==> config.mk <==
export PLATFORM = sky130hd
export DESIGN_NAME = pgl_regs
export DESIGN_NICKNAME = d
export VERILOG_FILES = /design/src/rtl/pgl_pkg.sv /design/src/rtl/pgl_filter.sv /design/src/rtl/pgl_regs.sv
export SDC_FILE = /design/constraint.sdc
export NUM_CORES = 1
export LEC_CHECK = 0
export BUFFER_PORTS_ARGS = -buffer_cell sky130_fd_sc_hd__buf_2
export CAP_MARGIN = 20
export CORE_UTILIZATION = 54
export DETAILED_ROUTE_END_ITERATION = 10
export PLACE_DENSITY_LB_ADDON = 0.12
export SLEW_MARGIN = 30
export SYNTH_ARGS = -nofsm -noshare
export SYNTH_HDL_FRONTEND = slang
export SYNTH_SLANG_ARGS = --single-unit
==> constraint.sdc <==
create_clock -name clk -period 5.1 [get_ports clk]
set_input_delay 0.51 -clock clk [delete_from_list [all_inputs] [get_ports clk]]
set_output_delay 0.51 -clock clk [all_outputs]
set_load 0.02 [all_outputs]
==> src/rtl/pgl_pkg.sv <==
// package: offsets, field positions, reset values and timing of the register slice
package pgl_pkg;
    // register byte offsets
    localparam logic [7:0] ADDR_GPIO_PIN5_CONTROL = 8'h45;
    localparam logic [7:0] ADDR_SUPPLY_MONITOR_CONFIG = 8'h46;
    localparam logic [7:0] ADDR_LEDA1 = 8'h47;
    localparam logic [7:0] ADDR_LEDA2 = 8'h48;
    // pin register fields
    localparam int GP_SLEEP = 7;
    localparam int GP_SRC = 6;
    localparam int GP_OD = 5;
    localparam int GP_DEB = 4;
    localparam int GP_PD = 3;
    localparam int GP_DIR = 2;
    localparam int GP_LVL = 1;
    localparam int GP_SET = 0;
    // monitor register fields
    localparam int VM_DLY_HI = 6;
    localparam int VM_DLY_LO = 5;
    localparam int VM_SD = 4;
    localparam int VM_RSV3 = 3;
    localparam int VM_GOOD = 2;
    localparam int VM_THR_HI = 1;
    localparam int VM_THR_LO = 0;
    // led a fields
    localparam int LA_RAMP = 5;
    localparam int LA_CUR_HI = 3;
    localparam int LA_T1_HI = 6;
    // writable bit masks; other bits are reserved or live status
    localparam logic [7:0] MASK_GPIO_PIN5_CONTROL = 8'hFD;
    localparam logic [7:0] MASK_SUPPLY_MONITOR_CONFIG = 8'h73;
    localparam logic [7:0] MASK_LEDA1 = 8'h2F;
    localparam logic [7:0] MASK_LEDA2 = 8'h7F;
    // reset values
    localparam logic [7:0] RST_LED_CHANNEL_A = 8'h00;
    localparam logic [7:0] RST_PRELOAD = 8'h00;
    localparam logic [7:0] RD_UNMAPPED = 8'h00;
    // timing, figures in their own units
    localparam int CLK_PERIOD_NS = 10;
    localparam int DEB_SHORT_US = 94;
    localparam int DEB_LONG_US = 156;
    localparam int DLY_50_US = 50;
    localparam int DLY_100_US = 100;
    localparam int DLY_250_US = 250;
    localparam int STEP_MS = 64;
    // derived cycle counts (all exact at 10 ns)
    localparam int DEB_SHORT_CYC = (DEB_SHORT_US * 1000 + CLK_PERIOD_NS - 1) / CLK_PERIOD_NS;
    localparam int DEB_LONG_CYC = (DEB_LONG_US * 1000 + CLK_PERIOD_NS - 1) / CLK_PERIOD_NS;
    localparam int DLY_50_CYC = (DLY_50_US * 1000 + CLK_PERIOD_NS - 1) / CLK_PERIOD_NS;
    localparam int DLY_100_CYC = (DLY_100_US * 1000 + CLK_PERIOD_NS - 1) / CLK_PERIOD_NS;
    localparam int DLY_250_CYC = (DLY_250_US * 1000 + CLK_PERIOD_NS - 1) / CLK_PERIOD_NS;
    localparam int STEP_CYC = (STEP_MS * 1000000) / CLK_PERIOD_NS;
    // counter widths
    localparam int FILT_CW = 16;
    localparam int TICK_CW = 24;
    // loader states
    typedef enum logic [0:0] {
        PGL_LOAD = 1'b0,
        PGL_RUN = 1'b1
    } pgl_ld_t;
endpackage : pgl_pkg

==> src/rtl/pgl_filter.sv <==
// level filter: output follows input after it is stable for len cycles; with fall_only set a rise passes at once
`timescale 1ns/1ps
`default_nettype none
module pgl_filter
    import pgl_pkg::*;
(
    input wire logic clk,
    input wire logic rst,
    input wire logic in_lvl,
    input wire logic [FILT_CW-1:0] len,
    input wire logic fall_only,
    output logic out_q
);
    // filter state
    typedef struct packed {
        logic out;
        logic [FILT_CW-1:0] cnt;
    } pgl_filt_t;

    pgl_filt_t s_q;
    pgl_filt_t s_d;

    // next state: rising edge passes at once when fall_only is set
    always_comb begin
        s_d = s_q;
        if (in_lvl == s_q.out) begin
            s_d.cnt = '0;
        end else if ((fall_only && in_lvl) || len == '0) begin
            s_d.out = in_lvl;
            s_d.cnt = '0;
        end else if (s_q.cnt + 1'b1 >= len) begin
            s_d.out = in_lvl;
            s_d.cnt = '0;
        end else begin
            s_d.cnt = s_q.cnt + 1'b1;
        end
    end

    // state register
    always_ff @(posedge clk or posedge rst) begin
        if (rst) begin
            s_q <= '0;
        end else begin
            s_q <= s_d;
        end
    end

    assign out_q = s_q.out;
endmodule : pgl_filter
`default_nettype wire

==> src/rtl/pgl_regs.sv <==
// pin, supply monitor and led a register slice with its pad and monitor logic
`timescale 1ns/1ps
`default_nettype none
module pgl_regs
    import pgl_pkg::*;
#(
    parameter int DEB_SHORT = DEB_SHORT_CYC,
    parameter int DEB_LONG = DEB_LONG_CYC,
    parameter int DLY_50 = DLY_50_CYC,
    parameter int DLY_100 = DLY_100_CYC,
    parameter int DLY_250 = DLY_250_CYC,
    parameter int STEP = STEP_CYC
) (
    input wire logic clk,
    input wire logic rst,
    input wire logic [7:0] reg_addr,
    input wire logic reg_wr_en,
    input wire logic [7:0] reg_wdata,
    input wire logic reg_rd_en,
    output logic [7:0] reg_rdata_q,
    input wire logic [7:0] factory_gpio_pin5_control,
    input wire logic [7:0] factory_supply_monitor_config,
    input wire logic sleep_state,
    input wire logic led_channel_c,
    input wire logic pad_in,
    output logic pad_out_q,
    output logic pad_oe_n_q,
    output logic pulldown_enable_q,
    output logic pad_in_sequence_q,
    output logic pad_level_filtered_q,
    input wire logic monitor_cmp,
    output logic [1:0] threshold_select_q,
    output logic supply_good_q,
    output logic monitor_shutdown_q,
    output logic [3:0] led_a_a_q,
    output logic led_a_ramp_on_q,
    output logic [6:0] led_a_phase1_length_q,
    output logic led_a_step_tick_q
);
    // whole block state
    typedef struct packed {
        pgl_ld_t ld;          // factory load pending or running
        logic [7:0] gpio;     // pin register, bit 1 kept zero
        logic [7:0] supply_monitor_config;     // monitor register, status bit kept zero
        logic [7:0] leda1;    // led a current control
        logic [7:0] leda2;    // led a phase one length
        logic pad_s;          // sampled pad level
        logic mon_s;          // sampled comparator level
        logic [7:0] rdata;    // read data
        logic pad_out;        // pad drive value
        logic pad_oe_n;       // pad drive enable, low drives
        logic pad_pd;         // pad pull-down
        logic pad_seq;        // pin takes part in power-up sequence
        logic [1:0] thr;      // comparator threshold code
        logic shutdown;       // switch-off event request
        logic [TICK_CW-1:0] tick_cnt; // 64 ms step divider
        logic tick;           // step pulse
    } pgl_state_t;

    pgl_state_t s_q;
    pgl_state_t s_d;

    logic deb_lvl;            // debounced pad level
    logic good_dly;           // supply good after falling delay
    logic [FILT_CW-1:0] deb_len;
    logic [FILT_CW-1:0] dly_len;
    logic wr_ok;              // write accepted this cycle
    logic drv_lvl;            // level to show on an output pin

    assign wr_ok = reg_wr_en && (s_q.ld == PGL_RUN);

    // debounce length from the select bit
    // debounce interval select
    always_comb begin
        if (s_q.gpio[GP_DEB]) begin
            deb_len = FILT_CW'(DEB_LONG);
        end else begin
            deb_len = FILT_CW'(DEB_SHORT);
        end
    end

    // falling delay length from the delay code
    // falling edge delay
    always_comb begin
        case (s_q.supply_monitor_config[VM_DLY_HI:VM_DLY_LO])
            2'b00: dly_len = '0;
            2'b01: dly_len = FILT_CW'(DLY_50);
            2'b10: dly_len = FILT_CW'(DLY_100);
            2'b11: dly_len = FILT_CW'(DLY_250);
            default: dly_len = '0;
        endcase
    end

    // pad input debounce
    pgl_filter u_deb (
        .clk(clk),
        .rst(rst),
        .in_lvl(s_q.pad_s),
        .len(deb_len),
        .fall_only(1'b0),
        .out_q(deb_lvl)
    );

    // supply good: rise at once, fall after the delay
    pgl_filter u_dly (
        .clk(clk),
        .rst(rst),
        .in_lvl(s_q.mon_s),
        .len(dly_len),
        .fall_only(1'b1),
        .out_q(good_dly)
    );

    // level to drive: source select, then sleep force
    always_comb begin
        if (s_q.gpio[GP_SRC]) begin
            drv_lvl = led_channel_c;
        end else begin
            drv_lvl = s_q.gpio[GP_SET];
        end
        if (sleep_state && s_q.gpio[GP_SLEEP]) begin
            drv_lvl = 1'b0;
        end
    end

    // next state
    always_comb begin
        s_d = s_q;
        s_d.pad_s = pad_in;
        s_d.mon_s = monitor_cmp;
        s_d.tick = 1'b0;
        case (s_q.ld)
            PGL_LOAD: begin
                s_d.gpio = factory_gpio_pin5_control & MASK_GPIO_PIN5_CONTROL;
                s_d.supply_monitor_config = factory_supply_monitor_config & MASK_SUPPLY_MONITOR_CONFIG;
                s_d.ld = PGL_RUN;
            end
            PGL_RUN: begin
                // masked writes keep reserved bits zero
                if (wr_ok) begin
                    case (reg_addr)
                        ADDR_GPIO_PIN5_CONTROL: s_d.gpio = reg_wdata & MASK_GPIO_PIN5_CONTROL;
                        ADDR_SUPPLY_MONITOR_CONFIG: s_d.supply_monitor_config = reg_wdata & MASK_SUPPLY_MONITOR_CONFIG;
                        ADDR_LEDA1: s_d.leda1 = reg_wdata & MASK_LEDA1;
                        ADDR_LEDA2: s_d.leda2 = reg_wdata & MASK_LEDA2;
                        default: s_d.ld = PGL_RUN;
                    endcase
                end
            end
            default: s_d.ld = PGL_LOAD;
        endcase
        // read path, one cycle after the strobe
        if (reg_rd_en) begin
            case (reg_addr)
                // live pad level in bit 1
                ADDR_GPIO_PIN5_CONTROL: s_d.rdata = s_q.gpio | {6'h00, s_q.pad_s, 1'b0};
                ADDR_SUPPLY_MONITOR_CONFIG: s_d.rdata = s_q.supply_monitor_config | (8'h01 << VM_GOOD) & {8{s_q.mon_s}};
                ADDR_LEDA1: s_d.rdata = s_q.leda1;
                ADDR_LEDA2: s_d.rdata = s_q.leda2;
                default: s_d.rdata = RD_UNMAPPED;
            endcase
        end
        // direction: input leaves the pad undriven
        if (!s_q.gpio[GP_DIR]) begin
            s_d.pad_out = 1'b0;
            s_d.pad_oe_n = 1'b1;
        end else if (s_q.gpio[GP_OD]) begin
            s_d.pad_out = 1'b0;
            s_d.pad_oe_n = drv_lvl;
        end else begin
            s_d.pad_out = drv_lvl;
            s_d.pad_oe_n = 1'b0;
        end
        // push-pull output pin joins the power-up sequence
        s_d.pad_seq = s_q.gpio[GP_DIR] && !s_q.gpio[GP_OD];
        s_d.pad_pd = s_q.gpio[GP_PD];
        s_d.thr = s_q.supply_monitor_config[VM_THR_HI:VM_THR_LO];
        s_d.shutdown = s_q.supply_monitor_config[VM_SD] && !good_dly;
        // 64 ms step divider for phase timing
        if (s_q.tick_cnt >= TICK_CW'(STEP - 1)) begin
            s_d.tick_cnt = '0;
            s_d.tick = 1'b1;
        end else begin
            s_d.tick_cnt = s_q.tick_cnt + 1'b1;
        end
    end

    // state register, constants only under reset
    always_ff @(posedge clk or posedge rst) begin
        if (rst) begin
            s_q <= '0;
            s_q.ld <= PGL_LOAD;
            s_q.gpio <= RST_PRELOAD;
            s_q.supply_monitor_config <= RST_PRELOAD;
            s_q.leda1 <= RST_LED_CHANNEL_A;
            s_q.leda2 <= RST_LED_CHANNEL_A;
            s_q.pad_oe_n <= 1'b1;
        end else begin
            s_q <= s_d;
        end
    end

    // outputs straight from flops
    assign reg_rdata_q = s_q.rdata;
    assign pad_out_q = s_q.pad_out;
    assign pad_oe_n_q = s_q.pad_oe_n;
    assign pulldown_enable_q = s_q.pad_pd;
    assign pad_in_sequence_q = s_q.pad_seq;
    assign pad_level_filtered_q = deb_lvl;
    assign threshold_select_q = s_q.thr;
    assign supply_good_q = good_dly;
    assign monitor_shutdown_q = s_q.shutdown;
    assign led_a_a_q = s_q.leda1[LA_CUR_HI:0];
    assign led_a_ramp_on_q = s_q.leda1[LA_RAMP];
    assign led_a_phase1_length_q = s_q.leda2[LA_T1_HI:0];
    assign led_a_step_tick_q = s_q.tick;

    // sleep force on an output pin drives the pad low
    sleep_low_a: assert property (
        @(posedge clk) disable iff (rst)
        (s_q.gpio[GP_DIR] && s_q.gpio[GP_SLEEP] && sleep_state)
            |=> (!pad_out_q && !pad_oe_n_q))
        else $error("sleep force did not pull pin low");

    // led c source reaches a push-pull pin next cycle
    led_source_a: assert property (
        @(posedge clk) disable iff (rst)
        (s_q.gpio[GP_DIR] && !s_q.gpio[GP_OD] && s_q.gpio[GP_SRC]
            && !(sleep_state && s_q.gpio[GP_SLEEP]))
            |=> (pad_out_q == $past(led_channel_c) && !pad_oe_n_q))
        else $error("led c source not driven on pin");

    // open drain never drives a high level
    open_drain_a: assert property (
        @(posedge clk) disable iff (rst)
        (s_q.gpio[GP_DIR] && s_q.gpio[GP_OD])
            |=> (!pad_out_q && (pad_oe_n_q == $past(drv_lvl))))
        else $error("open drain pin drove wrong level");

    // a pull-down write reaches the pad two cycles later
    pulldown_write_a: assert property (
        @(posedge clk) disable iff (rst)
        (wr_ok && reg_addr == ADDR_GPIO_PIN5_CONTROL)
            |=> ##1 (pulldown_enable_q == $past(reg_wdata[GP_PD], 2)))
        else $error("pull-down did not follow write");

    // input direction leaves the pad released
    input_release_a: assert property (
        @(posedge clk) disable iff (rst)
        (s_q.ld == PGL_RUN && !s_q.gpio[GP_DIR]) |=> pad_oe_n_q)
        else $error("input pin was driven");

    // bit 1 returns the sampled pad level
    pad_readback_a: assert property (
        @(posedge clk) disable iff (rst)
        (reg_rd_en && reg_addr == ADDR_GPIO_PIN5_CONTROL)
            |=> (reg_rdata_q[GP_LVL] == $past(s_q.pad_s)))
        else $error("pad level read back wrong");

    // software value reaches a push-pull pin
    soft_value_a: assert property (
        @(posedge clk) disable iff (rst)
        (s_q.gpio[GP_DIR] && !s_q.gpio[GP_OD] && !s_q.gpio[GP_SRC]
            && !(sleep_state && s_q.gpio[GP_SLEEP]))
            |=> (pad_out_q == $past(s_q.gpio[GP_SET])))
        else $error("software value not on pin");

    // no shutdown request while it is masked
    shutdown_mask_a: assert property (
        @(posedge clk) disable iff (rst)
        !s_q.supply_monitor_config[VM_SD] |=> !monitor_shutdown_q)
        else $error("shutdown raised while disabled");

    // reserved monitor bits read as zero
    reserved_zero_a: assert property (
        @(posedge clk) disable iff (rst)
        (reg_rd_en && reg_addr == ADDR_SUPPLY_MONITOR_CONFIG)
            |=> (!reg_rdata_q[7] && !reg_rdata_q[VM_RSV3]))
        else $error("reserved bit read nonzero");

    // a fresh pad change never passes on its first cycle
    debounce_hold_a: assert property (
        @(posedge clk) disable iff (rst)
        (s_q.pad_s != pad_level_filtered_q && deb_len > FILT_CW'(1)
            && $past(s_q.pad_s) == $past(pad_level_filtered_q))
            |=> (pad_level_filtered_q == $past(pad_level_filtered_q)))
        else $error("pad level passed without debounce");

    // a rising monitor level raises supply good at once
    good_rise_a: assert property (
        @(posedge clk) disable iff (rst)
        s_q.mon_s |=> supply_good_q)
        else $error("supply good delayed on rise");

    // status bit reads the sampled comparator level
    status_read_a: assert property (
        @(posedge clk) disable iff (rst)
        (reg_rd_en && reg_addr == ADDR_SUPPLY_MONITOR_CONFIG)
            |=> (reg_rdata_q[VM_GOOD] == $past(s_q.mon_s)))
        else $error("supply status read back wrong");

    // a threshold write reaches the comparator two cycles later
    threshold_write_a: assert property (
        @(posedge clk) disable iff (rst)
        (wr_ok && reg_addr == ADDR_SUPPLY_MONITOR_CONFIG && !reg_wr_en ##0 1'b1)
            or (wr_ok && reg_addr == ADDR_SUPPLY_MONITOR_CONFIG)
            |=> ##1 (threshold_select_q == $past(reg_wdata[VM_THR_HI:VM_THR_LO], 2)))
        else $error("threshold did not follow write");

    // a current write reaches the driver next cycle
    current_write_a: assert property (
        @(posedge clk) disable iff (rst)
        (wr_ok && reg_addr == ADDR_LEDA1)
            |=> (led_a_a_q == $past(reg_wdata[LA_CUR_HI:0])))
        else $error("led a current did not follow write");

    // a phase one write reaches the driver next cycle
    phase_write_a: assert property (
        @(posedge clk) disable iff (rst)
        (wr_ok && reg_addr == ADDR_LEDA2)
            |=> (led_a_phase1_length_q == $past(reg_wdata[LA_T1_HI:0])))
        else $error("phase one length did not follow write");
endmodule : pgl_regs
`default_nettype wire

==> flow_metrics.tcl <==
set metrics [dict create \
    finalCriticalPeriod_ns 3.14 \
    setup_viol 0 \
    grt_pass1_vias 3634 \
    grt_overflow_total 0 \
    synth_area_leaders "dfrtp_1 47%, ha_1 5.7%, nor2_1 4.2%" \
    num_rows 35 \
    initial_utilization 0.567 \
    cts_resized 0 \
    tightest_slew_ns 0.837 \
    rr_worst_depth 11 \
    ctsHoldBuffers 0 \
    r2r_start "u_deb.s_q[2]" \
    grt_max_degree 62 \
    setup_tns_ns 0 \
    cp-end-kind "register" \
    slowest_delay_ns 0.51 \
    clk_pin_slew_worst_paths_ns 0.10 \
    max-slew-margin-rel 0.442 \
    hold_class "in2async" \
    fmax_mhz 318 \
    nets 617 \
    avgSynthCellArea_sq_um 10.4 \
    p_leak_nw 2.84 \
    clock_sinks 101 \
    crit_buf_inv 0 \
    io_pins 70 \
    drtAntennaViolNets 0 \
    reg2reg_to "u_deb.s_q[5]" \
    place_ws_ns 1.98 \
    synth_top_area_frac 0.471 \
    start_kind "register" \
    die-area_sq_um 10200 \
    htree_num_levels 3 \
    clk_latency_ns 0.36 \
    grt_pass1_wl_microns 17500 \
    layout-drive-gt1-share 0.197 \
    worstPathRequired_ns 5.40 \
    outcome "finished, final reports clean" \
    core-area_sq_um 9370 \
    post_cts_buffers 0 \
    fillCellCount 830 \
    critPathTopFamily "compound AO/OA/AOI/OAI gates" \
    syn2layout_area_growth_pct 9.75 \
    arrival_ns 3.44 \
    hold_viol_final 0 \
    power_density_nw_per_um2 272 \
    drv_slew 0 \
    crit_chain "nand4_4, nor3_1, and3_1, xor2_1, ha_1, nand4b_1, a21oi_1, o211a_1, o2111ai_1, o2111ai_2, o21ba_1" \
    root_buffer "clkbuf_8" \
    cp.depth 11 \
    worstPathMaxFanout 14 \
    hpwl_microns 7520 \
    place_congestion 0.848 \
    criticalPathCategory "reg2reg" \
    fin_skew_ns 0.0126 \
    synth_area_sq_um 5310 \
    cts_buffers 9 \
    ys_seq_area_frac 0.476 \
    yosys.area.top_type "dfrtp_1" \
    drv_cap 0 \
    vias 3736 \
    rsz0062_at_grt "false" \
    via_per_inst 5.44 \
    yosysUniqueCellTypes 61 \
    syn_inst 511 \
    wl_per_cell_microns 15.1 \
    synth_edf_count 0 \
    antenna_found_initial 0 \
    async_flop_share 1.00 \
    dp_cells 671 \
    r2r_slack_ns 1.96 \
    wl_microns 10400 \
    peakVddDrop_mv 0.166 \
    fin_cells 687 \
    fin_crit_sh 0.616 \
    finalWorstSetupSlack_ns 1.96 \
    synth_flop_cell "dfrtp_1" \
    drcViolationCount 0 \
    final_common_cell "dfrtp_1" \
    p_total_mw 1.59 \
    die_h_microns 101 \
    die_x_microns 101 \
    cpMaxStageDelayCell "dfrtp_1" \
    drt_iter0_drc 128 \
    portBuffers 65 \
    drt_first_pass_iters 4 \
    ys_warn_count 0 \
    diodes 0 \
    final_cell_mix "100 x dfrtp_1, 65 x buf_2, 60 x nor2_1" \
    grt_util_all_layers 0.217 \
    ys_ff_latch 101 \
    clockBufferDepth 2 \
    cts_tree "yes" \
]
==> worst max-delay path by stage <==
stage                      start           end  slack, ns
floorplan                    rst  led_a_a_q[0]       1.94
global placement    u_deb.s_q[2]  u_deb.s_q[5]       2.03
detailed placement  u_deb.s_q[2]  u_deb.s_q[5]       1.98
CTS                 u_deb.s_q[2]  u_deb.s_q[5]       1.94
global route        u_deb.s_q[2]  u_deb.s_q[5]       1.65
finish              u_deb.s_q[2]  u_deb.s_q[5]       1.96
==> logic make-up (layout without fill, tap and decap cells) <==
| family | count (synthesis) | count (layout) | share of synthesized area |
|---|---|---|---|
| AOI/OAI and AO/OA | 62 | 62 | 0.0844 |
| xor gates and xnor gates | 48 | 48 | 0.0806 |
| adders and majority gates | 24 | 24 | 0.0566 |
| buffers and inverters | 66 | 110 | 0.0655 |
| DFF | 101 | 101 | 0.476 |
| muxes | 25 | 25 | 0.0502 |
| other | 2 | 5 | 0.00141 |
| and+or+nand+nor | 183 | 183 | 0.185 |
==> layer usage <==
layer  track usage  share of wire  wire length [microns]  vias up
li1              -              -                      -     1830
met1         0.300           0.48                   4960     1814
met2         0.354           0.46                   4820       76
met3        0.0304          0.040                    411       16
met4        0.0758          0.020                    211        0
met5             0              0                      0        -
==> report_power, final <==
group / total [mW] / leakage, nW / switching, mW / internal (mW)
Combinational: 0.121 / 1.38 / 0.0757 / 0.0454
Sequential: 0.847 / 1.33 / 0.0226 / 0.824
Clock: 0.617 / 0.124 / 0.274 / 0.343
==> synthesized netlist by cell type, types with 9 or more instances <==
cell,instances
mux2_2,13
nor2_1,60
nand3_1,25
xnor2_1,22
nor3b_1,10
nand2_1,24
nor3_1,13
ha_1,24
dfrtp_1,100
nand4_1,9
xor2_1,25
inv_1,27
buf_4,22
mux2i_1,12
a21oi_1,17
==> worst reg2reg max path, delay by kind of cell, from the launching register on <==
family,cells,cell delay (ns)
adders and majority gates,1,0.28
AOI/OAI and AO/OA,5,1.20
xor gates and xnor gates,1,0.19
DFF,1,0.51
and+or+nand+nor,4,0.90
==> layout make-up <==
cell class | instances | area, sq um | share of cell area
Sequential cell | 101 | 2530 | 0.434
Multi-Input combinational cell | 347 | 2440 | 0.419
Timing Repair Buffer | 67 | 340 | 0.0584
Tap cell | 129 | 161 | 0.0277
Clock buffer | 11 | 141 | 0.0243
Clock inverter | 5 | 108 | 0.0185
Inverter | 27 | 104 | 0.0178
==> flip-flops by register name (all words and copies together), names as in the netlist, 2 cells and up <==
| register | count |
|---|---|
| u_dly.s_q | 16 |
| u_deb.s_q | 16 |
| led_a_phase1_length_q | 7 |
| threshold_select_q | 2 |
| led_a_a_q | 4 |
| s_d | 3 |
| reg_rdata_q | 8 |
| s_q | 36 |
==> through the flow <==
| step | instance area, sq um | hold slack (ns) | utilization |
|---|---|---|---|
| after global placement | 5580 | 0.382 | 0.595 |
| final | 5830 | 0.180 | 0.622 |
| after global routing | 5830 | 0.213 | 0.622 |
| after CTS | 5830 | 0.188 | 0.622 |
| after detailed placement | 5580 | 0.386 | 0.595 |
| after floorplan | 5320 | 0.369 | - |
Power figures use the tool's default switching activity.
